--- src/pkg/ces_pkg.sv ---
`default_nettype none
package ces_pkg;

    // register addresses on the host register port
    localparam logic [7:0] ADDR_STATUS   = 8'h0e;
    localparam logic [7:0] ADDR_TX_COUNT  = 8'h1c;
    localparam logic [7:0] ADDR_RX_COUNT  = 8'h1d;
    localparam logic [7:0] ADDR_IRQ_EN    = 8'h2b;
    localparam logic [7:0] ADDR_IRQ_FLAG  = 8'h2c;
    localparam logic [7:0] ADDR_ERR_FLAGS = 8'h2d;

    // reset values
    localparam logic [7:0] RESET_BYTE    = 8'h00;
    localparam logic [3:0] RESET_RUN     = 4'h0;

    // counter limits and steps
    localparam logic [7:0] WARN_LIMIT    = 8'h60;
    localparam logic [7:0] PASSIVE_LIMIT = 8'h80;
    localparam logic [7:0] RX_RESTORE    = 8'h77;
    localparam logic [7:0] COUNT_MAX     = 8'hff;
    localparam logic [8:0] TX_ERR_STEP   = 9'h008;
    localparam logic [8:0] RX_ERR_STEP   = 9'h008;
    localparam logic [8:0] RX_ERR_UNIT   = 9'h001;
    localparam logic [7:0] COUNT_UNIT    = 8'h01;

    // bus-off recovery: 11 recessive bits, 128 times
    localparam logic [3:0] RECESSIVE_RUN = 4'hb;
    localparam logic [7:0] RECOVERY_SEQS = 8'h80;

    // error_state_flags bit positions
    localparam int EF_ANY_WARN   = 0;
    localparam int EF_RX_WARN    = 1;
    localparam int EF_TX_WARN    = 2;
    localparam int EF_RX_PASSIVE = 3;
    localparam int EF_TX_PASSIVE = 4;
    localparam int EF_BUS_OFF    = 5;
    localparam int EF_RX0_OVER   = 6;
    localparam int EF_RX1_OVER   = 7;

    // irq_enable_reg / irq_flag_reg bit positions
    localparam int IRQ_RX0  = 0;
    localparam int IRQ_RX1  = 1;
    localparam int IRQ_TX0  = 2;
    localparam int IRQ_TX1  = 3;
    localparam int IRQ_TX2  = 4;
    localparam int IRQ_ERR  = 5;
    localparam int IRQ_WAK  = 6;
    localparam int IRQ_MERR = 7;

    // sources set by IRQ_SET_IN; rx and err are set internally
    localparam logic [7:0] HW_EVENT_MASK = 8'hdc;
    // position of the priority code inside status_reg
    localparam int STATUS_CODE_POS = 1;

    typedef enum logic [1:0] {
        CES_ERR_ACTIVE  = 2'b00,
        CES_ERR_PASSIVE = 2'b01,
        CES_BUS_OFF     = 2'b10
    } ces_mode_t;

    typedef enum logic [2:0] {
        CES_SEL_NONE   = 3'b000,
        CES_SEL_STATUS = 3'b001,
        CES_SEL_TXC    = 3'b010,
        CES_SEL_RXC    = 3'b011,
        CES_SEL_EN     = 3'b100,
        CES_SEL_FLAG   = 3'b101,
        CES_SEL_ERRF   = 3'b110
    } ces_sel_t;

    // one host register access; mask 8'hff is a plain write
    typedef struct packed {
        logic       wr;
        logic       rd;
        logic [7:0] addr;
        logic [7:0] wdata;
        logic [7:0] mask;
    } ces_reg_req_t;

    // fault-confinement events from the protocol engine
    typedef struct packed {
        logic tx_err;
        logic tx_ok;
        logic rx_err_small;
        logic rx_err_big;
        logic rx_ok;
        logic bit_tick;
        logic bus_recessive;
    } ces_proto_ev_t;

    typedef struct packed {
        logic [7:0] tx_count;
        logic [7:0] rx_count;
        logic [7:0] err_flags;
        logic [7:0] irq_en;
        logic [7:0] irq_flag;
        logic [2:0] code;
        logic       int_n;
        logic [7:0] rdata;
        logic [3:0] run;
        logic [7:0] seqs;
        ces_mode_t  mode;
    } ces_state_t;

endpackage : ces_pkg
`default_nettype wire

--- src/hw/ces_top.sv ---
`default_nettype none
module ces_top
    import ces_pkg::*;
(
    // clock and reset
    input  wire logic          MCLK_IN,
    input  wire logic          RST_N_IN,
    // host register port
    input  wire ces_reg_req_t  REG_REQ_IN,
    output logic [7:0]         REG_RDATA_OUT,
    // protocol engine events
    input  wire ces_proto_ev_t PROTO_EV_IN,
    input  wire logic [1:0]    RX_ACCEPT_IN,
    input  wire logic [7:0]    IRQ_SET_IN,
    input  wire logic [7:0]    IRQ_COND_IN,
    // interrupt and state outputs
    output logic               INT_N_OUT,
    output logic [2:0]         IRQ_CODE_OUT,
    output ces_mode_t          ERR_MODE_OUT
);

    // registered state and its next value
    ces_state_t st;
    ces_state_t next_st;

    // decoded register selects
    ces_sel_t   wr_sel;
    ces_sel_t   rd_sel;

    // priority code from the encoder
    logic [2:0] code;

    // counter sums with a carry bit for saturation
    logic [8:0] tx_sum;
    logic [8:0] rx_sum;

    // inputs of the interrupt flag update
    logic [7:0] host_flag;
    logic [7:0] hw_set;
    logic [7:0] cond;

    // error-state bookkeeping
    logic [1:0] ovr_set;
    logic       busoff_now;
    logic       recovered;
    logic       err_event;
    logic [5:0] state_bits;

    // address decode shared by read and write paths
    function automatic ces_sel_t decode_reg(input logic [7:0] addr);
        ces_sel_t sel;
        sel = CES_SEL_NONE;
        if (addr == ADDR_STATUS) begin
            sel = CES_SEL_STATUS;
        end else if (addr == ADDR_TX_COUNT) begin
            sel = CES_SEL_TXC;
        end else if (addr == ADDR_RX_COUNT) begin
            sel = CES_SEL_RXC;
        end else if (addr == ADDR_IRQ_EN) begin
            sel = CES_SEL_EN;
        end else if (addr == ADDR_IRQ_FLAG) begin
            sel = CES_SEL_FLAG;
        end else if (addr == ADDR_ERR_FLAGS) begin
            sel = CES_SEL_ERRF;
        end
        return sel;
    endfunction : decode_reg

    // masked merge of host write data into a register
    function automatic logic [7:0] merge(input logic [7:0] old, input logic [7:0] data, input logic [7:0] mask);
        return (old & ~mask) | (data & mask);
    endfunction : merge

    // warning, passive and bus-off bits from the next counters
    function automatic logic [5:0] state_flags(input logic [7:0] tx, input logic [7:0] rx, input logic off);
        logic [5:0] f;
        f                = 6'h00;
        f[EF_TX_WARN]    = tx >= WARN_LIMIT;
        f[EF_RX_WARN]    = rx >= WARN_LIMIT;
        f[EF_TX_PASSIVE] = tx >= PASSIVE_LIMIT;
        f[EF_RX_PASSIVE] = rx >= PASSIVE_LIMIT;
        f[EF_BUS_OFF]    = off;
        // combined warning, cleared only when both low
        f[EF_ANY_WARN]   = f[EF_TX_WARN] | f[EF_RX_WARN];
        return f;
    endfunction : state_flags

    // read mux, counters readable at any time
    function automatic logic [7:0] read_reg(input ces_sel_t sel, input ces_state_t s);
        logic [7:0] v;
        v = RESET_BYTE;
        if (sel == CES_SEL_STATUS) begin
            v = {4'h0, s.code, 1'b0};
        end else if (sel == CES_SEL_TXC) begin
            v = s.tx_count;
        end else if (sel == CES_SEL_RXC) begin
            v = s.rx_count;
        end else if (sel == CES_SEL_EN) begin
            v = s.irq_en;
        end else if (sel == CES_SEL_FLAG) begin
            v = s.irq_flag;
        end else if (sel == CES_SEL_ERRF) begin
            v = s.err_flags;
        end
        return v;
    endfunction : read_reg

    // priority code of current flags and enables
    ces_irq_encode u_encode (
        .flag_in   (st.irq_flag),
        .enable_in (st.irq_en),
        .code_out  (code)
    );

    // next-state logic of counters, flags, interrupts and read data
    always_comb begin
        next_st    = st;
        wr_sel     = REG_REQ_IN.wr ? decode_reg(REG_REQ_IN.addr) : CES_SEL_NONE;
        rd_sel     = decode_reg(REG_REQ_IN.addr);
        tx_sum     = {1'b0, st.tx_count};
        rx_sum     = {1'b0, st.rx_count};
        busoff_now = (st.mode == CES_BUS_OFF);
        recovered  = 1'b0;
        host_flag  = st.irq_flag;
        hw_set     = IRQ_SET_IN & HW_EVENT_MASK;
        cond       = IRQ_COND_IN;
        ovr_set    = 2'b00;
        err_event  = 1'b0;
        state_bits = 6'h00;

        // error counters while on the bus; frozen while bus-off
        if (!busoff_now) begin
            // transmit error adds 8, success subtracts 1
            if (PROTO_EV_IN.tx_err) begin
                tx_sum = {1'b0, st.tx_count} + TX_ERR_STEP;
            end else if (PROTO_EV_IN.tx_ok && st.tx_count != RESET_BYTE) begin
                tx_sum = {1'b0, st.tx_count - COUNT_UNIT};
            end

            if (tx_sum > {1'b0, COUNT_MAX}) begin
                next_st.tx_count = COUNT_MAX;
                busoff_now       = 1'b1;
            end else begin
                next_st.tx_count = tx_sum[7:0];
            end

            // receive errors add 1 or 8
            if (PROTO_EV_IN.rx_err_big) begin
                rx_sum = {1'b0, st.rx_count} + RX_ERR_STEP;
            end else if (PROTO_EV_IN.rx_err_small) begin
                rx_sum = {1'b0, st.rx_count} + RX_ERR_UNIT;
            end else if (PROTO_EV_IN.rx_ok && st.rx_count >= PASSIVE_LIMIT) begin
                rx_sum = {1'b0, RX_RESTORE};
            end else if (PROTO_EV_IN.rx_ok && st.rx_count != RESET_BYTE) begin
                rx_sum = {1'b0, st.rx_count - COUNT_UNIT};
            end
            // receive count saturates instead of wrapping
            next_st.rx_count = (rx_sum > {1'b0, COUNT_MAX}) ? COUNT_MAX : rx_sum[7:0];

            // recovery progress only counts while bus-off
            next_st.run  = RESET_RUN;
            next_st.seqs = RESET_BYTE;
        end else if (PROTO_EV_IN.bit_tick) begin
            // count runs of recessive bits
            // a dominant bit restarts the run, not the run count
            if (!PROTO_EV_IN.bus_recessive) begin
                next_st.run = RESET_RUN;
            end else if (st.run == RECESSIVE_RUN - 4'h1) begin
                next_st.run = RESET_RUN;
                if (st.seqs == RECOVERY_SEQS - 8'h01) begin
                    recovered = 1'b1;
                end else begin
                    next_st.seqs = st.seqs + 8'h01;
                end
            end else begin
                next_st.run = st.run + 4'h1;
            end
        end

        if (recovered) begin
            busoff_now       = 1'b0;
            next_st.tx_count = RESET_BYTE;
            next_st.rx_count = RESET_BYTE;
            next_st.run      = RESET_RUN;
            next_st.seqs     = RESET_BYTE;
        end

        if (busoff_now) begin
            next_st.mode = CES_BUS_OFF;
        end else if (next_st.tx_count >= PASSIVE_LIMIT || next_st.rx_count >= PASSIVE_LIMIT) begin
            // one counter at 128 or more
            next_st.mode = CES_ERR_PASSIVE;
        end else begin
            next_st.mode = CES_ERR_ACTIVE;
        end

        // state bits follow the next counters, so they agree with the mode
        state_bits = state_flags(next_st.tx_count, next_st.rx_count, busoff_now);
        next_st.err_flags[EF_BUS_OFF:EF_ANY_WARN] = state_bits;

        if (RX_ACCEPT_IN[0] && st.irq_flag[IRQ_RX0]) begin
            ovr_set[0] = 1'b1;
        end else if (RX_ACCEPT_IN[0]) begin
            hw_set[IRQ_RX0] = 1'b1;
        end
        if (RX_ACCEPT_IN[1] && st.irq_flag[IRQ_RX1]) begin
            ovr_set[1] = 1'b1;
        end else if (RX_ACCEPT_IN[1]) begin
            hw_set[IRQ_RX1] = 1'b1;
        end

        // host clears overflow bits, set wins
        // ones written under the mask are ignored; only clears land
        if (wr_sel == CES_SEL_ERRF) begin
            next_st.err_flags[EF_RX0_OVER] = st.err_flags[EF_RX0_OVER]
                & ~(REG_REQ_IN.mask[EF_RX0_OVER] & ~REG_REQ_IN.wdata[EF_RX0_OVER]);
            next_st.err_flags[EF_RX1_OVER] = st.err_flags[EF_RX1_OVER]
                & ~(REG_REQ_IN.mask[EF_RX1_OVER] & ~REG_REQ_IN.wdata[EF_RX1_OVER]);
        end
        next_st.err_flags[EF_RX0_OVER] = next_st.err_flags[EF_RX0_OVER] | ovr_set[0];
        next_st.err_flags[EF_RX1_OVER] = next_st.err_flags[EF_RX1_OVER] | ovr_set[1];

        // overflow or state change raises error flag
        err_event       = (|ovr_set) || (state_bits != st.err_flags[EF_BUS_OFF:EF_ANY_WARN]);
        hw_set[IRQ_ERR] = err_event;
        // error condition persists while an overflow bit is set
        cond[IRQ_ERR]   = st.err_flags[EF_RX0_OVER] | st.err_flags[EF_RX1_OVER];

        if (wr_sel == CES_SEL_EN) begin
            next_st.irq_en = merge(st.irq_en, REG_REQ_IN.wdata, REG_REQ_IN.mask);
        end

        // host writes may set any flag
        if (wr_sel == CES_SEL_FLAG) begin
            host_flag = merge(st.irq_flag, REG_REQ_IN.wdata, REG_REQ_IN.mask);
        end

        // hardware set wins over a host clear in the same cycle
        for (int i = 0; i < 8; i++) begin
            next_st.irq_flag[i] = host_flag[i] | (st.irq_flag[i] & cond[i]) | hw_set[i];
        end

        // pin and code lag the flags by one cycle, both from registers
        // pin low while enabled flag pending
        // released only when all pending cleared
        next_st.int_n = ~|(st.irq_flag & st.irq_en);
        next_st.code  = code;

        // read data stands until the next read strobe
        if (REG_REQ_IN.rd) begin
            next_st.rdata = read_reg(rd_sel, st);
        end
    end

    // state register
    always_ff @(posedge MCLK_IN or negedge RST_N_IN) begin
        if (!RST_N_IN) begin
            st.tx_count  <= RESET_BYTE;
            st.rx_count  <= RESET_BYTE;
            st.err_flags <= RESET_BYTE;
            st.irq_en    <= RESET_BYTE;
            st.irq_flag  <= RESET_BYTE;
            st.code      <= 3'h0;
            st.int_n     <= 1'b1;
            st.rdata     <= RESET_BYTE;
            st.run       <= RESET_RUN;
            st.seqs      <= RESET_BYTE;
            st.mode      <= CES_ERR_ACTIVE;
        end else begin
            st <= next_st;
        end
    end

    // outputs straight from state
    assign REG_RDATA_OUT = st.rdata;
    assign INT_N_OUT     = st.int_n;     // active low interrupt
    assign IRQ_CODE_OUT  = st.code;
    assign ERR_MODE_OUT  = st.mode;

endmodule : ces_top
`default_nettype wire

--- src/hw/ces_irq_encode.sv ---
`default_nettype none
module ces_irq_encode
    import ces_pkg::*;
(
    // flags and enables
    input  wire logic [7:0] flag_in,
    input  wire logic [7:0] enable_in,
    // priority code
    output logic [2:0]      code_out
);

    // source bit for codes 1..7, highest priority first
    localparam int ORDER [7] = '{IRQ_ERR, IRQ_WAK, IRQ_TX0, IRQ_TX1, IRQ_TX2, IRQ_RX0, IRQ_RX1};

    logic [7:0] pending;

    assign pending = flag_in & enable_in;

    always_comb begin
        code_out = 3'h0;
        for (int k = 6; k >= 0; k--) begin
            if (pending[ORDER[k]]) begin
                code_out = 3'(k + 1);
            end
        end
    end

endmodule : ces_irq_encode
`default_nettype wire

--- config.mk ---
export PLATFORM = sky130hd
export DESIGN_NAME = ces_top
export DESIGN_NICKNAME = d
export VERILOG_FILES = /design/src/pkg/ces_pkg.sv /design/src/hw/ces_top.sv /design/src/hw/ces_irq_encode.sv
export SDC_FILE = /design/constraint.sdc
export NUM_CORES = 1
export LEC_CHECK = 0
export BUFFER_PORTS_ARGS = -buffer_cell sky130_fd_sc_hd__clkbuf_2
export CORE_MARGIN = 2
export CORE_UTILIZATION = 35
export DETAILED_ROUTE_END_ITERATION = 16
export PLACE_DENSITY_LB_ADDON = 0.15
export SYNTH_ARGS = -nofsm -noshare
export SYNTH_HDL_FRONTEND = slang
export SYNTH_SLANG_ARGS = --single-unit
--- constraint.sdc ---
create_clock -name MCLK_IN -period 7.6 [get_ports MCLK_IN]
set_input_delay 0.76 -clock MCLK_IN [delete_from_list [all_inputs] [get_ports MCLK_IN]]
set_output_delay 0.76 -clock MCLK_IN [all_outputs]
set_load 0.1 [all_outputs]
==> qor.csv <==
metric;value;unit
status;completed;
HP Class;reg2reg;
final setup margin;4.509;ns
final setup skew;0.005972;ns
CP Capture Type;flop;
CTS H-Tree Depth;3;
Reg area;0.001603;mm²
clock share of power;47.8;%
DRT iter0 DRCs;265;
Cell variety after synth;78;
top post-synthesis cells by area;dfrtp_1, nand2_1, o21ai_0;
Final Cycle Share;40.68;%
critical path type;reg2reg;
DRT Pass-1 Iters;5;
Seq pwr share;38.8;%
Slew @ Worst Pin;0.9391;ns
Netlist Area Pre-Place;0.004277;mm²
IO buf count;62;
Site Rows;40;
Routed Antenna Nets;0;
layout cell share with drive strength beyond 1;20.79;%
Leakage Power;2.138;nW
insertion delay to the later sink of the worst-skew pair;0.34;ns
# resized after CTS;0;
vias in the first global route;3612;
switching power;0.2619;mW
post-synthesis register bit count;64;
Max-slew headroom;36.91;%
CTS Root Cell;clkbuf_16;
die height;114.5;µm
Cell Area, Placed;0.004567;mm²
Startpoint Class;flop;
# IOs;67;
YS warnings;0;
# clock sinks;64;
Peak VDD IR;0.1177;mV
post-route cell area;0.004890;mm²
core footprint;0.01196;mm²
sequential fraction of the synthesis area;37.48;%
Max Clk Rate;0.3235;GHz
ANT cells;0;
global-route usage over all layers;18.55;%
first-pass GRT wire length;18850;µm
initial antenna violation count;0;
Net Sw Frac;27.64;%
GR Overflow Total;0;
crit path time final;3.091;ns
synthesized area per cell;8.782;µm²
DRT Wirelength;11520;µm
cell taking the most area after synthesis;dfrtp_1;
Design Power;0.9474;mW
DP HPWL;8378;µm
Finish-stage setup viols;0;
die area;0.01312;mm²
clock buffer depth;2;
NumNets Final;596;
Setup TNS;0;ns
Setup Fix Bufs, Post-CTS;0;
routed length per instance;16.91;µm
Die W;114.5;µm
Final Max Tran Viols;0;
Maximum Capacitance Violations;0;
Multi-input gate area;0.002376;mm²
post-route insts no fill;681;
Hold Buf Count CTS;0;
CTS tree;built;
Final Hold Slack;0.4898;ns
async set-reset flop share out of synthesis;100.0;%
Inst Count DP;665;
critical path arrival;3.35;ns
final hold vios;0;
combinational fraction of design power;13.4;%
vias;3830;
vias per cell;5.624;
Util after Layout;40.88;%
post-synthesis net count;554;
Synth Instances;487;
# fillers;1217;
Cell Int Power;0.6855;mW
largest net degree at the start of global routing;65;
proportion of netlist area held by the largest area contributor;36.86;%
P&R area growth vs syn;14.34;%
crit-path max FO;13;
dpl ws;4.311;ns
GP Congestion;0.8590;
Post-route DRC;0;
PwrDens;193.7;mW/mm²
number of flops mapped to enable cells by yosys;0;
RSZ-0062 raised after global routing;no;
initial core utilization;35.75;%
Worst-path clk slew;0.05;ns
worst path required time;7.86;ns
most common flop cell mapped by yosys;dfrtp_1;
CTS Buf Count;9;
==> critical path, stage by stage (launching register included) <==
cell,delay [ns]
dfrtp_1,0.42
inv_1,0.07
ha_1,0.16
nand3b_1,0.12
nor4_2,0.45
nand2b_1,0.57
o21ai_0,0.18
a221o_1,0.36
a21o_4,0.24
mux2_4,0.30
o21ai_1,0.13
==> layer usage <==
layer / GRT usage, % / up-vias / wire length (µm)
li1: - / 1858 / -
met1: 27.31 / 1849 / 5616
met2: 27.26 / 110 / 5226
met3: 3.812 / 13 / 538
met4: 5.691 / 0 / 136
met5: 0 / - / 0
==> synthesized netlist by cell type (5+ instances only) <==
| cell | number |
|---|---|
| nand2b_1 | 6 |
| and3_1 | 6 |
| o21ai_0 | 36 |
| o31ai_1 | 8 |
| or2_2 | 5 |
| buf_4 | 13 |
| ha_1 | 14 |
| a22oi_1 | 5 |
| a31oi_1 | 11 |
| clkbuf_1 | 10 |
| inv_1 | 18 |
| a21oi_1 | 27 |
| nor2_1 | 37 |
| nand2_1 | 65 |
| mux2i_1 | 13 |
| a221oi_1 | 7 |
| nor4_1 | 5 |
| nand3_1 | 17 |
| nand4_1 | 6 |
| nor3_1 | 8 |
| mux2_2 | 8 |
| dfrtp_1 | 63 |
==> cell families (layout without fill, tap and decap cells) <==
kind of cell / after synthesis / count (layout) / share of synthesized area [%]
AOI/OAI and AO/OA: 141 / 141 / 22.44
DFF: 64 / 64 / 37.48
adders and majority gates: 14 / 14 / 4.096
buffers and inverters: 53 / 100 / 6.963
muxes: 22 / 22 / 5.500
xor gates and xnor gates: 8 / 8 / 1.638
and+or+nand+nor: 185 / 185 / 21.88
==> power groups by stage <==
stage	clock network (mW)	logic, mW	registers, mW
2_1_floorplan	0	0.0924	0.374
3_3_place_gp	0	0.126	0.373
3_5_place_dp	0	0.127	0.374
4_1_cts	0.462	0.128	0.368
5_1_grt	0.477	0.138	0.370
6_report	0.452	0.127	0.368
==> path summary, 6_finish.rpt <==
| path | slack, ns | endpoint | cells after the start | startpoint |
|---|---|---|---|---|
| max | 4.51 | st[31] | 10 | st[10] |
| min | 0.49 | INT_N_OUT | 1 | st[33] |
| max reg2reg | 4.51 | st[31] | 10 | st[10] |
| min reg2reg | 0.49 | INT_N_OUT | 1 | st[33] |
| max in group asynchronous | 6.44 | st[10] | 2 | RST_N_IN |
| min in group asynchronous | 0.60 | REG_RDATA_OUT[7] | 2 | RST_N_IN |
==> cell type report <==
type	count	share of cell area, %
Clock buffer	11	4.964
Clock inverter	5	1.638
Inverter	19	1.459
Multi-Input combinational cell	370	48.59
Sequential cell	64	32.78
Tap cell	147	3.762
Timing Repair Buffer	65	6.807
==> cells in the final DEF (no fill, tap or decap), types with 6 or more instances in the layout <==
master,netlist,routed
mux2_2,8,8
o21ai_0,36,36
ha_1,14,14
nor3_1,8,8
clkbuf_16,0,9
a21oi_1,27,27
dfrtp_1,63,63
nand3_1,17,17
o31ai_1,8,8
inv_1,18,18
clkbuf_2,2,62
and3_1,6,6
mux2i_1,13,13
nand4_1,6,6
a221oi_1,7,7
a31oi_1,11,11
nand2_1,65,65
nor2_1,37,37
nand2b_1,6,6
No activity file was read; power rests on OpenSTA's default activity.
